<file path="config.mk">
export PLATFORM = sky130hd
export DESIGN_NAME = sensor_data_sequencer_config
export DESIGN_NICKNAME = d
export VERILOG_FILES = /design/src/verilog/sensor_cfg_pkg.sv /design/src/verilog/sensor_data_sequencer_config.sv
export VERILOG_INCLUDE_DIRS = /design/src /design/src/verilog
export SDC_FILE = /design/constraint.sdc
export NUM_CORES = 1
export LEC_CHECK = 0
export BUFFER_PORTS_ARGS = -buffer_cell sky130_fd_sc_hd__buf_2
export CORE_MARGIN = 3
export CORE_UTILIZATION = 40
export CTS_BUF_LIST = sky130_fd_sc_hd__clkbuf_4 sky130_fd_sc_hd__clkbuf_8 sky130_fd_sc_hd__clkbuf_16
export DETAILED_ROUTE_END_ITERATION = 8
export PLACE_DENSITY_LB_ADDON = 0.12
export SETUP_SLACK_MARGIN = 0.02
export SYNTH_ARGS = -nofsm -noshare
export SYNTH_HDL_FRONTEND = slang
export SYNTH_SLANG_ARGS = --single-unit
export TNS_END_PERCENT = 30
</file>
<file path="constraint.sdc">
create_clock -name mclk_i -period 7.9 [get_ports mclk_i]
set_input_delay 1.58 -clock mclk_i [delete_from_list [all_inputs] [get_ports mclk_i]]
set_output_delay 1.58 -clock mclk_i [all_outputs]
set_load 0.05 [all_outputs]
</file>
<file path="src/verilog/sensor_cfg_params.svh">
// Register offsets, field positions, reset values and timing counts of the configuration bank
// How it works
// RULE1 - Upload bit selects written offset DAC value
// RULE2 - Training word built from two-bit and byte
// RULE3 - Offset DAC code resets mid-scale, drives DAC
// RULE4 - Channel control bit zero bypasses processing
// RULE5 - Column correction only while enable bit set
// RULE6 - Substitute bit replaces samples with pattern
// RULE7 - Test pattern: two-bit upper plus byte
// RULE8 - Timing source bit: on-chip or pins
// RULE9 - Shutter bit: pipelined zero, triggered one
// RULE10 - Subsample skip: colour or monochrome pattern
// RULE11 - Continued row select held during readout
// RULE12 - Controller writes 10001 into setup field
// RULE13 - Window count codes mean one to four
// RULE14 - CRC enable bit, set after reset
// RULE15 - Column calibration only while bit set
// RULE16 - Sample count field, zero invalid
// RULE17 - Granularity: lines or scaled clock cycles
// RULE18 - Defer events outside row overhead period
// RULE19 - Multiplier equals two to exponent field
// RULE20 - Suppress pixel reset after first sample
// RULE21 - Sequencer runs at input clock over ten
// RULE22 - Controller keeps reserved fields at reset
`ifndef SENSOR_CFG_PARAMS_SVH
`define SENSOR_CFG_PARAMS_SVH

// ----------------------------------------------------------------
// Register offsets
// ----------------------------------------------------------------
`define ADDR_FIRST 7'h15
`define ADDR_LAST 7'h3b
`define ADDR_RESERVED_FIXED_A 7'h15
`define ADDR_RESERVED_FIXED_B 7'h16
`define ADDR_DATA_PATH_CONFIG_LOW 7'h17
`define ADDR_TRAINING_WORD_LOW 7'h18
`define ADDR_RESERVED_FIXED_C 7'h19
`define ADDR_ADC_OFFSET_DAC_CODE 7'h1a
`define ADDR_RESERVED_FIXED_D 7'h1b
`define ADDR_RESERVED_FIXED_E 7'h1c
`define ADDR_RESERVED_FIXED_F 7'h1d
`define ADDR_CHAN0_CONTROL 7'h1e
`define ADDR_CHAN0_TEST_PATTERN_LOW 7'h1f
`define ADDR_CHAN1_CONTROL 7'h20
`define ADDR_CHAN1_TEST_PATTERN_LOW 7'h21
`define ADDR_UNSHOWN_END 7'h35
`define ADDR_SYNC_CHAN_CONTROL 7'h36
`define ADDR_SYNC_CHAN_TEST_PATTERN_LOW 7'h37
`define ADDR_CAPTURE_MODE_CONTROL 7'h38
`define ADDR_SETUP_AND_WINDOW_COUNT 7'h39
`define ADDR_READOUT_OPTIONS 7'h3a
`define ADDR_TIMER_SCALE_REGISTER 7'h3b

// ----------------------------------------------------------------
// Reset values
// ----------------------------------------------------------------
`define RST_RESERVED_FIXED_A 8'h20
`define RST_RESERVED_FIXED_B 8'hc0
`define RST_DATA_PATH_CONFIG_LOW 8'hc0
`define RST_TRAINING_WORD_LOW 8'h2a
`define RST_ADC_OFFSET_DAC_CODE 8'h80
`define RST_RESERVED_FIXED_D 8'h80
`define RST_CAPTURE_MODE_CONTROL 8'h02
`define RST_SETUP_AND_WINDOW_COUNT 8'h10
`define RST_READOUT_OPTIONS 8'h09
`define RST_ZERO 8'h00

// ----------------------------------------------------------------
// Field positions
// ----------------------------------------------------------------
`define BIT_OFFSET_UPLOAD 2
`define BIT_PRBS_EN 3
`define MSB_TRAINING_HIGH 7
`define LSB_TRAINING_HIGH 6
`define BIT_CHAN_BYPASS 0
`define BIT_CHAN_FPN_EN 1
`define BIT_CHAN_SUBST 2
`define MSB_CHAN_PATTERN_HIGH 5
`define LSB_CHAN_PATTERN_HIGH 4
`define BIT_CAPTURE_EN 0
`define BIT_TIMING_MASTER 1
`define BIT_SHUTTER_TRIGGERED 2
`define BIT_SUBSAMPLE_EN 3
`define BIT_SUBSAMPLE_COLOUR 4
`define BIT_DUAL_SLOPE 5
`define BIT_TRIPLE_SLOPE 6
`define BIT_CONT_ROW_SELECT 7
`define MSB_SETUP 4
`define LSB_SETUP 0
`define MSB_WINDOW_COUNT 6
`define LSB_WINDOW_COUNT 5
`define BIT_CRC_EN 0
`define BIT_FPN_CAL_EN 2
`define MSB_SAMPLES 5
`define LSB_SAMPLES 3
`define BIT_GRAN_CLOCKS 6
`define BIT_EVENT_DEFER 7
`define MSB_TIMER_EXP 3
`define LSB_TIMER_EXP 0

// ----------------------------------------------------------------
// Timing counts
// ----------------------------------------------------------------
`define SEQ_CLOCK_DIVIDE 4'd10
`define SPI_FRAME_BITS 5'd16
`define SPI_ADDR_BITS 5'd8

`endif

</file>
<file path="src/verilog/sensor_cfg_pkg.sv">
// Types shared by the sensor configuration bank
package sensor_cfg_pkg;

	// Per data channel processing settings
	typedef struct packed {
		logic bypass;
		logic fpn_en;
		logic substitute;
		logic [9:0] pattern;
	} chan_cfg_t;

	// Sequencer settings
	typedef struct packed {
		logic capture_en;
		logic timing_master;
		logic shutter_triggered;
		logic subsample_en;
		logic subsample_colour;
		logic dual_slope;
		logic triple_slope;
		logic cont_row_select;
		logic [4:0] setup;
		logic [2:0] window_count;
		logic crc_en;
		logic fpn_cal_en;
		logic [2:0] samples_per_reset;
		logic samples_invalid;
		logic gran_clocks;
		logic event_defer;
		logic [15:0] timer_multiplier;
	} seq_cfg_t;

	// Data path settings
	typedef struct packed {
		logic prbs_en;
		logic [9:0] training_word;
		logic [7:0] offset_dac;
	} data_cfg_t;

endpackage

</file>
<file path="src/verilog/sensor_data_sequencer_config.sv">
// Configuration bank with serial port, channel data path and sequencer helpers
`timescale 1ns/10ps
`include "sensor_cfg_params.svh"

module sensor_data_sequencer_config import sensor_cfg_pkg::*; #(
	parameter logic [7:0] DEFAULT_OFFSET = 8'h80,
	parameter int NCHAN = 3
) (
	// Clock and reset
	input wire logic mclk_i,
	input wire logic reset_n_i,
	// Serial configuration port
	input wire logic spi_clk_i,
	input wire logic spi_cs_n_i,
	input wire logic spi_mosi_i,
	output logic spi_miso_o,
	// Channel samples
	input wire logic [NCHAN-1:0][9:0] adc_sample_i,
	output logic [NCHAN-1:0][9:0] chan_data_o,
	output chan_cfg_t [NCHAN-1:0] chan_cfg_o,
	// Integration timing
	input wire logic [2:0] internal_integration_i,
	input wire logic integration_pin_one_i,
	input wire logic integration_pin_two_i,
	input wire logic integration_pin_three_i,
	output logic [2:0] integration_o,
	// Readout helpers
	input wire logic [2:0] column_index_i,
	input wire logic row_active_i,
	input wire logic readout_active_i,
	input wire logic sample_start_i,
	input wire logic event_i,
	input wire logic row_overhead_period_i,
	output logic pixel_keep_o,
	output logic row_select_o,
	output logic pixel_reset_o,
	output logic event_o,
	output logic seq_tick_o,
	// Configuration fields
	output seq_cfg_t seq_cfg_o,
	output data_cfg_t data_cfg_o
);

	localparam int NREG = 39;

	// ----------------------------------------------------------------
	// State
	// ----------------------------------------------------------------
	typedef struct packed {
		logic [NREG-1:0][7:0] regs;
		logic [2:0] sclk_sync;
		logic [1:0] cs_sync;
		logic [1:0] mosi_sync;
		logic [5:0] pin_sync;
		logic [4:0] bit_count;
		logic [15:0] shift_in;
		logic [7:0] shift_out;
		logic miso;
		logic [3:0] div_count;
		logic seq_tick;
		logic [2:0] sample_count;
		logic pending_event;
		logic event_pulse;
		logic pixel_reset;
		logic pixel_keep;
		logic row_select;
		logic [2:0] integration;
		logic [NCHAN-1:0][9:0] chan_data;
		chan_cfg_t [NCHAN-1:0] chan_cfg;
		seq_cfg_t seq_cfg;
		data_cfg_t data_cfg;
	} state_t;

	state_t cur;
	state_t next_cur;

	// ----------------------------------------------------------------
	// Functions
	// ----------------------------------------------------------------
	// Mapped offsets; unshown channel entries read zero
	function automatic logic is_mapped(input logic [6:0] addr);
		is_mapped = (addr >= `ADDR_FIRST) && (addr <= `ADDR_LAST) &&
			!((addr > `ADDR_CHAN1_TEST_PATTERN_LOW) && (addr <= `ADDR_UNSHOWN_END));
	endfunction

	function automatic logic [5:0] reg_index(input logic [6:0] addr);
		logic [6:0] diff;
		diff = addr - `ADDR_FIRST;
		reg_index = diff[5:0];
	endfunction

	function automatic logic [7:0] reset_value(input logic [6:0] addr);
		case (addr)
			`ADDR_RESERVED_FIXED_A: reset_value = `RST_RESERVED_FIXED_A;
			`ADDR_RESERVED_FIXED_B: reset_value = `RST_RESERVED_FIXED_B;
			`ADDR_DATA_PATH_CONFIG_LOW: reset_value = `RST_DATA_PATH_CONFIG_LOW;
			`ADDR_TRAINING_WORD_LOW: reset_value = `RST_TRAINING_WORD_LOW;
			`ADDR_ADC_OFFSET_DAC_CODE: reset_value = `RST_ADC_OFFSET_DAC_CODE; // RULE3
			`ADDR_RESERVED_FIXED_D: reset_value = `RST_RESERVED_FIXED_D;
			`ADDR_CAPTURE_MODE_CONTROL: reset_value = `RST_CAPTURE_MODE_CONTROL; // RULE8
			`ADDR_SETUP_AND_WINDOW_COUNT: reset_value = `RST_SETUP_AND_WINDOW_COUNT;
			`ADDR_READOUT_OPTIONS: reset_value = `RST_READOUT_OPTIONS; // RULE14
			default: reset_value = `RST_ZERO; // RULE5 RULE15
		endcase
	endfunction

	// Bank reset image, fixed at elaboration so reset loads constants
	function automatic logic [NREG-1:0][7:0] reset_image();
		logic [NREG-1:0][7:0] img;
		img = '0;
		for (int i = 0; i < NREG; i++) begin
			img[i] = reset_value(`ADDR_FIRST + 7'(i));
		end
		reset_image = img;
	endfunction

	localparam logic [NREG-1:0][7:0] REG_RESET = reset_image();

	function automatic logic [7:0] reg_at(input state_t s, input logic [6:0] addr);
		reg_at = s.regs[reg_index(addr)];
	endfunction

	// Channel settings from its control and pattern registers
	function automatic chan_cfg_t chan_decode(input logic [7:0] ctrl, input logic [7:0] low);
		chan_decode.bypass = ctrl[`BIT_CHAN_BYPASS]; // RULE4
		chan_decode.fpn_en = ctrl[`BIT_CHAN_FPN_EN]; // RULE5
		chan_decode.substitute = ctrl[`BIT_CHAN_SUBST]; // RULE6
		chan_decode.pattern = {ctrl[`MSB_CHAN_PATTERN_HIGH:`LSB_CHAN_PATTERN_HIGH], low}; // RULE7
	endfunction

	// ----------------------------------------------------------------
	// Next state
	// ----------------------------------------------------------------
	always_comb begin
		logic sclk_rise;
		logic sclk_fall;
		logic [15:0] frame;
		logic [6:0] addr;
		logic [7:0] ctrl;
		logic [7:0] seqa;
		logic [7:0] seqb;
		logic [7:0] seqc;
		logic [7:0] seqd;
		logic [7:0] dcfg;
		logic [6:0] ctrl_addr;
		logic [2:0] limit;
		sclk_rise = 1'b0;
		sclk_fall = 1'b0;
		frame = 16'h0000;
		addr = 7'h00;
		ctrl = 8'h00;
		seqa = 8'h00;
		seqb = 8'h00;
		seqc = 8'h00;
		seqd = 8'h00;
		dcfg = 8'h00;
		ctrl_addr = 7'h00;
		limit = 3'h0;
		next_cur = cur;

		// Edge flop gives a clean one-cycle strobe
		// Pin synchronisers; the second stage is read, and for the serial clock the third stage as well
		next_cur.sclk_sync = {cur.sclk_sync[1:0], spi_clk_i};
		next_cur.cs_sync = {cur.cs_sync[0], spi_cs_n_i};
		next_cur.mosi_sync = {cur.mosi_sync[0], spi_mosi_i};
		next_cur.pin_sync = {cur.pin_sync[2:0],
			integration_pin_three_i, integration_pin_two_i, integration_pin_one_i};
		sclk_rise = cur.sclk_sync[1] && !cur.sclk_sync[2];
		sclk_fall = !cur.sclk_sync[1] && cur.sclk_sync[2];

		// High select aborts any frame in flight
		// Serial frame: address, write flag, data byte, MSB first
		if (cur.cs_sync[1]) begin
			next_cur.bit_count = 5'd0;
		end else if (sclk_rise) begin
			frame = {cur.shift_in[14:0], cur.mosi_sync[1]};
			next_cur.shift_in = frame;
			next_cur.bit_count = cur.bit_count + 5'd1;
			if (cur.bit_count + 5'd1 == `SPI_ADDR_BITS) begin
				addr = frame[7:1];
				next_cur.shift_out = is_mapped(addr) ? reg_at(cur, addr) : 8'h00;
			end
			if (cur.bit_count + 5'd1 == `SPI_FRAME_BITS) begin
				addr = frame[15:9];
				if (frame[8] && is_mapped(addr)) begin
					next_cur.regs[reg_index(addr)] = frame[7:0];
				end
			end
		end else if (sclk_fall && (cur.bit_count >= `SPI_ADDR_BITS)) begin
			next_cur.miso = cur.shift_out[7];
			next_cur.shift_out = {cur.shift_out[6:0], 1'b0};
		end

		// Registered tick, glitch free for every user
		// Sequencer clock enable
		if (cur.div_count == `SEQ_CLOCK_DIVIDE - 4'd1) begin // RULE21
			next_cur.div_count = 4'd0;
		end else begin
			next_cur.div_count = cur.div_count + 4'd1;
		end
		next_cur.seq_tick = (cur.div_count == `SEQ_CLOCK_DIVIDE - 4'd1); // RULE21

		// Registered, so fields lag a write by a cycle
		// Field decode
		dcfg = reg_at(cur, `ADDR_DATA_PATH_CONFIG_LOW);
		seqa = reg_at(cur, `ADDR_CAPTURE_MODE_CONTROL);
		seqb = reg_at(cur, `ADDR_SETUP_AND_WINDOW_COUNT);
		seqc = reg_at(cur, `ADDR_READOUT_OPTIONS);
		seqd = reg_at(cur, `ADDR_TIMER_SCALE_REGISTER);
		next_cur.data_cfg.prbs_en = dcfg[`BIT_PRBS_EN];
		next_cur.data_cfg.training_word = {dcfg[`MSB_TRAINING_HIGH:`LSB_TRAINING_HIGH],
			reg_at(cur, `ADDR_TRAINING_WORD_LOW)}; // RULE2
		next_cur.data_cfg.offset_dac = dcfg[`BIT_OFFSET_UPLOAD] ?
			reg_at(cur, `ADDR_ADC_OFFSET_DAC_CODE) : DEFAULT_OFFSET; // RULE1 RULE3
		next_cur.seq_cfg.capture_en = seqa[`BIT_CAPTURE_EN];
		next_cur.seq_cfg.timing_master = seqa[`BIT_TIMING_MASTER]; // RULE8
		next_cur.seq_cfg.shutter_triggered = seqa[`BIT_SHUTTER_TRIGGERED]; // RULE9
		next_cur.seq_cfg.subsample_en = seqa[`BIT_SUBSAMPLE_EN];
		next_cur.seq_cfg.subsample_colour = seqa[`BIT_SUBSAMPLE_COLOUR];
		next_cur.seq_cfg.dual_slope = seqa[`BIT_DUAL_SLOPE];
		next_cur.seq_cfg.triple_slope = seqa[`BIT_TRIPLE_SLOPE];
		next_cur.seq_cfg.cont_row_select = seqa[`BIT_CONT_ROW_SELECT];
		next_cur.seq_cfg.setup = seqb[`MSB_SETUP:`LSB_SETUP]; // RULE12 RULE22
		next_cur.seq_cfg.window_count = {1'b0, seqb[`MSB_WINDOW_COUNT:`LSB_WINDOW_COUNT]} +
			3'd1; // RULE13
		next_cur.seq_cfg.crc_en = seqc[`BIT_CRC_EN]; // RULE14
		next_cur.seq_cfg.fpn_cal_en = seqc[`BIT_FPN_CAL_EN]; // RULE15
		next_cur.seq_cfg.samples_per_reset = seqc[`MSB_SAMPLES:`LSB_SAMPLES]; // RULE16
		next_cur.seq_cfg.samples_invalid = (seqc[`MSB_SAMPLES:`LSB_SAMPLES] == 3'd0); // RULE16
		next_cur.seq_cfg.gran_clocks = seqc[`BIT_GRAN_CLOCKS]; // RULE17
		next_cur.seq_cfg.event_defer = seqc[`BIT_EVENT_DEFER];
		next_cur.seq_cfg.timer_multiplier = seqc[`BIT_GRAN_CLOCKS] ?
			(16'h0001 << seqd[`MSB_TIMER_EXP:`LSB_TIMER_EXP]) : 16'h0001; // RULE17 RULE19

		// Last slot is the sync channel
		// Channel data path, updated at the sequencer rate
		for (int i = 0; i < NCHAN; i++) begin
			ctrl_addr = (i == NCHAN - 1) ? `ADDR_SYNC_CHAN_CONTROL :
				(`ADDR_CHAN0_CONTROL + 7'(2 * i));
			ctrl = reg_at(cur, ctrl_addr);
			next_cur.chan_cfg[i] = chan_decode(ctrl, reg_at(cur, ctrl_addr + 7'd1));
			if (cur.seq_tick) begin
				if (ctrl[`BIT_CHAN_SUBST]) begin
					next_cur.chan_data[i] = cur.chan_cfg[i].pattern; // RULE6
				end else begin
					next_cur.chan_data[i] = adc_sample_i[i]; // RULE4
				end
			end
		end

		// Pins lag by the synchroniser depth
		// Integration timing source
		next_cur.integration = seqa[`BIT_TIMING_MASTER] ?
			internal_integration_i : cur.pin_sync[5:3]; // RULE8

		// Subsampling keep pattern
		if (!seqa[`BIT_SUBSAMPLE_EN]) begin
			next_cur.pixel_keep = 1'b1;
		end else if (seqa[`BIT_SUBSAMPLE_COLOUR]) begin
			next_cur.pixel_keep = !column_index_i[1]; // RULE10
		end else begin
			next_cur.pixel_keep = !column_index_i[0]; // RULE10
		end

		// Row select, held through readout when continued
		next_cur.row_select = row_active_i ||
			(seqa[`BIT_CONT_ROW_SELECT] && readout_active_i); // RULE11

		// Refused zero count behaves as one
		// Pixel reset only on the first sample of each group
		limit = (seqc[`MSB_SAMPLES:`LSB_SAMPLES] == 3'd0) ? 3'd1 :
			seqc[`MSB_SAMPLES:`LSB_SAMPLES];
		next_cur.pixel_reset = 1'b0;
		if (sample_start_i) begin
			next_cur.pixel_reset = (cur.sample_count == 3'd0); // RULE20
			if (cur.sample_count + 3'd1 >= limit) begin
				next_cur.sample_count = 3'd0;
			end else begin
				next_cur.sample_count = cur.sample_count + 3'd1;
			end
		end

		// A second held event merges with the first
		// Event deferral to the next row overhead period; release beats arrival, which goes out in the same pulse
		next_cur.event_pulse = 1'b0;
		if (!seqc[`BIT_EVENT_DEFER]) begin
			next_cur.event_pulse = event_i || cur.pending_event;
			next_cur.pending_event = 1'b0;
		end else if (row_overhead_period_i) begin
			next_cur.event_pulse = event_i || cur.pending_event; // RULE18
			next_cur.pending_event = 1'b0;
		end else if (event_i) begin
			next_cur.pending_event = 1'b1; // RULE18
		end
	end

	// ----------------------------------------------------------------
	// State register
	// ----------------------------------------------------------------
	always_ff @(posedge mclk_i or negedge reset_n_i) begin
		if (!reset_n_i) begin
			cur.regs <= REG_RESET;
			cur.sclk_sync <= 3'h0;
			cur.cs_sync <= 2'h3;
			cur.mosi_sync <= 2'h0;
			cur.pin_sync <= 6'h00;
			cur.bit_count <= 5'h00;
			cur.shift_in <= 16'h0000;
			cur.shift_out <= 8'h00;
			cur.miso <= 1'b0;
			cur.div_count <= 4'h0;
			cur.seq_tick <= 1'b0;
			cur.sample_count <= 3'h0;
			cur.pending_event <= 1'b0;
			cur.event_pulse <= 1'b0;
			cur.pixel_reset <= 1'b0;
			cur.pixel_keep <= 1'b1;
			cur.row_select <= 1'b0;
			cur.integration <= 3'h0;
			cur.chan_data <= '0;
			cur.chan_cfg <= '0;
			cur.seq_cfg <= '0;
			cur.data_cfg <= '0;
		end else begin
			cur <= next_cur;
		end
	end

	// No logic between flops and pins
	// Outputs straight from the state register
	assign spi_miso_o = cur.miso;
	assign chan_data_o = cur.chan_data;
	assign chan_cfg_o = cur.chan_cfg;
	assign integration_o = cur.integration;
	assign pixel_keep_o = cur.pixel_keep;
	assign row_select_o = cur.row_select;
	assign pixel_reset_o = cur.pixel_reset;
	assign event_o = cur.event_pulse;
	assign seq_tick_o = cur.seq_tick;
	assign seq_cfg_o = cur.seq_cfg;
	assign data_cfg_o = cur.data_cfg;

endmodule

</file>
# After elaboration in Yosys (flattened, before gate mapping)
# Cells that the tools add are included.
# totals
ramBits	0
regBits	499
romBits	0
latch_bits	0
wordCells	173
output_inout_bits	137
n_memories	0
# op_classes
n_bitwise	2
addsub	6
n_reduce_logical	28
n_mul	0
eq_ne	5
mux	27
order_cmp	13
div_mod_pow	0
n_shift	1
# op_table
cell	n
bitwise mux 312 bit	1
binary-select mux 8 bit (select 6 bit)	1
demux 8 bit (select 6 bit)	1
two-way mux 8 bit	6
two-way mux 10 bit	3
less-or-equal comparator 7 x 6 -> 1 bit, second input constant	4
two-way mux 21 bit	1
two-way mux 16 bit	1
left shift 1 x 4 -> 16 bit, first input constant	1
greater-or-equal comparator 7 x 5 -> 1 bit, second input constant	2
greater-than comparator 7 x 6 -> 1 bit, second input constant	2
less-than comparator 6 x 7 -> 1 bit, second input constant	2
logical AND 1 bit	12
subtractor 6 x 5 -> 6 bit, second input constant	2
two-way mux 3 bit	3
two-way mux 9 bit	1
greater-or-equal comparator 6 x 1 -> 1 bit, second input constant	1
zero test 1 bit	6
zero test 3 bit	2
two-way mux 1 bit	6
AND reduction 3 bit	2
adder 5 x 1 -> 5 bit, second input constant	1
== test 5 x 4 -> 1 bit, second input constant	1
== test 5 bit, second input constant	1
other kinds (16)	19

# Depth between registers and ports, before layout
# depth
ltp_word	7
mapped_depth	11
mapped_depth_nobuf	8

# Least setup slack after synthesis
# Ideal clock, no wire load.
# synth_timing
path_type	register -> register
from	reg cur[153] (netlist name)
to	reg cur[150] (netlist name)
period_less_slack_ps	2891
required_ps	7761
arrival_ps	2752
stages_incl_launch_ff	12
setup_slack_ps	5009
setup_ps	139
path_cell_list	dfrtp_1 -> clkbuf_1 -> inv_1 -> ha_1 -> clkbuf_1 -> clkbuf_1 -> clkbuf_1 -> mux4_2 -> nand2_1 -> nand3_1 -> a32oi_1 -> o21ai_0
# synth_via
elab_chain_len	7
word_cells_on_any_way	14
# synth_lines
element	line	rtl
from (decl)	sensor_data_sequencer_config.sv:74	state_t cur;
from (signal assigned)	sensor_data_sequencer_config.sv:325	cur <= next_cur;
parallel branches: the longest is 4 deep, another holds subtractor 6 x 5 -> 6 bit	-	
two-way mux 8 bit *	sensor_data_sequencer_config.sv:181	next_cur.shift_out = is_mapped(addr) ? reg_at(cur, addr) : 8'h00;
two-way mux 8 bit *	sensor_data_sequencer_config.sv:179	if (cur.bit_count + 5'd1 == `SPI_ADDR_BITS) begin
two-way mux 8 bit *	sensor_data_sequencer_config.sv:175	end else if (sclk_rise) begin
# Mark *: on every way between the ends. The select of a mux whose other input is x is not followed.
# A chain may end at the register's enable or synchronous reset.

# Worst setup path after layout
# layout_timing
from	reg cur[185] (netlist name)
to	reg cur[375] (netlist name)
# layout_via
elab_chain_len	2
# layout_lines
element	line	rtl
logical AND 1 bit	sensor_data_sequencer_config.sv:168	sclk_rise = cur.sclk_sync[1] && !cur.sclk_sync[2];
AND reduction 4 bit (no source line)	-	
# No other way between the ends.

==> run_results.csv <==
group,metric,value,unit
outcome,outcome,"finished, final reports clean",
layout,multi_input_area,0.00707,mm2
routing,drc_errors,0,
yosys,synthAdderAreaFrac,0.943,%
die,num_rows,81,
die,core_area,0.0491,mm2
place,dp_hpwl,29400,um
critical_path,setup.worst_path.end_class,"flop",
layout,final_cell_mix,"dfrtp_1, mux2_2, buf_2, nor2_1, nand2_1",
routing,drt_iter0_drc,690,
die,initial_utilization,40.6,%
yosys,synth_xor_area_share,0.660,%
pwr,p_int,4.10,mW
grt,grt_pass1_vias,11500,
job,cap_violations,0,
place,pre_cts_slack,4.15,ns
sta,fin_tns_setup,0,ns
critical_path,crit_chain,"nor3b_4 -> nand3_1 -> a2111oi_4 -> nand3_1 -> buf_4 -> or4b_2 -> mux2_2",
routing,wl_per_cell,20.9,um
pwr,power_switching,1.48,mW
layout,drive_gt1_share,42.1,%
sta,fin_skew,0.0135,ns
place,dp_cells,2075,
clock_network,cts_tree,"built",
layout,fillers,4439,
routing,antenna_left,0,
grt,antenna_found_initial,0,
sta,relSlewSlack,30.4,%
grt,grt.total_usage,17.4,%
critical_path,crit_path_frequent_cell,"nand3_1",
sta,setup_viol_count_final,0,
yosys,synth.distinct_cells,62,
critical_path,arrival,4.18,ns
sta,final-max-slew-violation-count,0,
critical_path,crit_start,"cur[185]$_DFF_PN0_",
routing,wl,45200,um
place,port-buffer-count,184,
layout,stdcell_count,2164,
die,io_pins,186,
yosys,synth.cell_area,0.0199,mm2
pwr,p_seq_share,43.0,%
critical_path,regToRegStartpoint,"cur[185]$_DFF_PN0_",
clock_network,clock_path_buffers,3,
sta,setup_ws,4.18,ns
sta,rsz0062_at_grt,"false",
yosys,synth-edff-count,0,
pwr,powerDensity,252,mW/mm2
grt,grt_pass1_wl,71100,um
critical_path,cpPeakStageDelay,0.91,ns
grt,grt_max_degree,172,
yosys,synth-simple-area-share,7.17,%
yosys,synth_cells,1472,
die,die_area,0.0525,mm2
yosys,synth_top_family_by_area,"multiplexers",
pwr,irDropWorstVdd,136,uV
grt,grt_remaining_overflow,0,
yosys,avgSynthCellArea,13.5,um2
yosys,yosys_most_used_dff,"dfrtp_1",
sta,clock.fmax,269,MHz
clock_network,clkTransAtPathRegs,0.06,ns
layout,syn2layout_area_growth,11.2,%
pwr,switching_share,26.6,%
sta,worstMarginPinSlew,1.04,ns
critical_path,worst-path-max-fanout,24,
yosys,async_reset_ff_share,100,%
die,die_x,229,um
layout,ff_latch_area,0.0113,mm2
yosys,seq_area_frac_synth,56.7,%
sta,period_minus_slack,3.72,ns
yosys,ys_ff_latch,450,
min_path,min_from,"cur[175]$_DFF_PN0_",
min_path,hold_path.class,"reg -> reg",
routing,drt-pass1-iter-count,5,
yosys,synth_compound_area_share,4.38,%
critical_path,start_kind,"flop",
yosys,synth.net_count,1536,
clock_network,post_cts_buffers,0,
sta,period_share,47.1,%
die,chipHeight,229,um
routing,routed-via-count,11100,
clock_network,root_buffer,"clkbuf_16",
sta,finalHoldViolCount,0,
layout,final_common_cell,"dfrtp_1",
pwr,p_clk_share,44.3,%
clock_network,ctsResizeCount,0,
clock_network,hold_buffers,0,
clock_network,cts_made_buffers,48,
critical_path,critical_path_class,"reg -> reg",
clock_network,ctsHtreeMaxLevel,2,
clock_network,cts_sinks,450,
pwr,leakage,10.6,nW
yosys,synth_mux_area_share,22.2,%
layout,n_antenna_cell,0,
pwr,combPwrFrac,12.6,%
place,globalplace.congestion,0.827,
routing,viasPerCell,5.13,
critical_path,crit_slowest_cell,"or4b_2",
clock_network,clk_latency,0.58,ns
layout,nets,1525,
yosys,synth_warnings,0,
critical_path,critPathRequiredTime,8.36,ns
[area by class of cell]
| class | instances | area share (%) |
|---|---|---|
| clock buffers | 66 | 6.28 |
| clock inverters | 23 | 1.70 |
| inverters | 24 | 0.407 |
| multi-input cells | 736 | 31.9 |
| flip-flops and latches | 450 | 51.0 |
| well taps | 664 | 3.75 |
| repair buffers | 201 | 4.95 |
[per-layer routing]
metal	track usage, %	share of wire (%)
met4	5.53	2.5
met3	2.90	4.0
met1	24.9	47
met5	0	0
met2	27.2	47
[critical path, delay by kind of cell, from the launching register on]
family	cells	cell delay (ns)
buffers and inverters	1	0.29
flip-flops	1	0.40
AND/OR/NAND/NOR	4	2.19
AO/OA/AOI/OAI	1	0.37
multiplexers	1	0.35
[cell families (layout without fill, tap and decap cells)]
family | Yosys count | in the layout
multiplexers | 337 | 337
AO/OA/AOI/OAI | 131 | 131
flip-flops | 450 | 450
XOR/XNOR | 15 | 15
AND/OR/NAND/NOR | 238 | 238
buffers and inverters | 286 | 314
adder cells (fa/ha/maj) | 15 | 15
[stage by stage]
step / cell area, um2 / power [mW] / hold slack [ns] / util [%]
detailed placement: 20400 / 3.16 / 0.336 / 41.5
global route: 22100 / 5.82 / 0.355 / 45.1
CTS: 22100 / 5.68 / 0.349 / 45.1
finish: 22100 / 5.58 / 0.346 / 45.1
floorplan: 19900 / 2.86 / 0.331 / -
global placement: 20400 / 3.16 / 0.332 / 41.5
[cell usage after synthesis, drive strengths merged (3+ instances only)]
cell | number | area [um2]
nand2 | 63 | 236
o32ai | 3 | 33.8
o21ai | 29 | 145
nor2 | 72 | 270
buf | 158 | 1110
nor3 | 11 | 55.1
inv | 24 | 90.1
ha | 15 | 188
o31ai | 3 | 22.5
nor4b | 3 | 56.3
nand4 | 3 | 18.8
mux2 | 234 | 2640
dfstp | 17 | 447
a32oi | 8 | 70.1
nor4 | 17 | 332
xor2 | 6 | 52.6
nand3b | 3 | 22.5
dfrtp | 433 | 10800
or3 | 3 | 18.8
nand3 | 21 | 105
a21o | 3 | 22.5
nand2b | 14 | 87.6
a31oi | 12 | 81.3
and2 | 8 | 50.1
a21oi | 40 | 211
nor3b | 5 | 48.8
a22oi | 8 | 60.1
a221oi | 9 | 78.8
mux2i | 43 | 430
or4b | 6 | 60.1
clkbuf | 104 | 390
mux4 | 60 | 1350
xnor2 | 9 | 78.8
[state kept, by name (all words and copies together) (netlist names)]
name,cells
chan_cfg_o,39
chan_data_o,30
cur,313
data_cfg_o,19
event_o,1
integration_o,3
pixel_keep_o,1
pixel_reset_o,1
row_select_o,1
seq_cfg_o,40
seq_tick_o,1
spi_miso_o,1
[power groups by stage]
stage / clock network, mW / logic [mW] / registers, mW
floorplan: 0 / 0.460 / 2.40
finish: 2.48 / 0.705 / 2.40
global placement: 0 / 0.714 / 2.44
detailed placement: 0 / 0.718 / 2.44
global route: 2.65 / 0.765 / 2.41
CTS: 2.55 / 0.721 / 2.40
[final timing paths]
path | depth (start not counted) | endpoint | slack (ns)
worst min register to register | 0 | cur[178]$_DFF_PN0_ | 0.35
worst max-delay path | 7 | cur[375]$_DFFE_PN0P_ | 4.18
worst min-delay path | 0 | cur[178]$_DFF_PN0_ | 0.35
min in group asynchronous | 1 | chan_data_o[17]$_DFFE_PN0P_ | 0.96
worst max register to register | 7 | cur[375]$_DFFE_PN0P_ | 4.18
max in group asynchronous | 2 | cur[153]$_DFFE_PN0P_ | 5.55
Note: power is estimated with default switching activity, not from simulation.
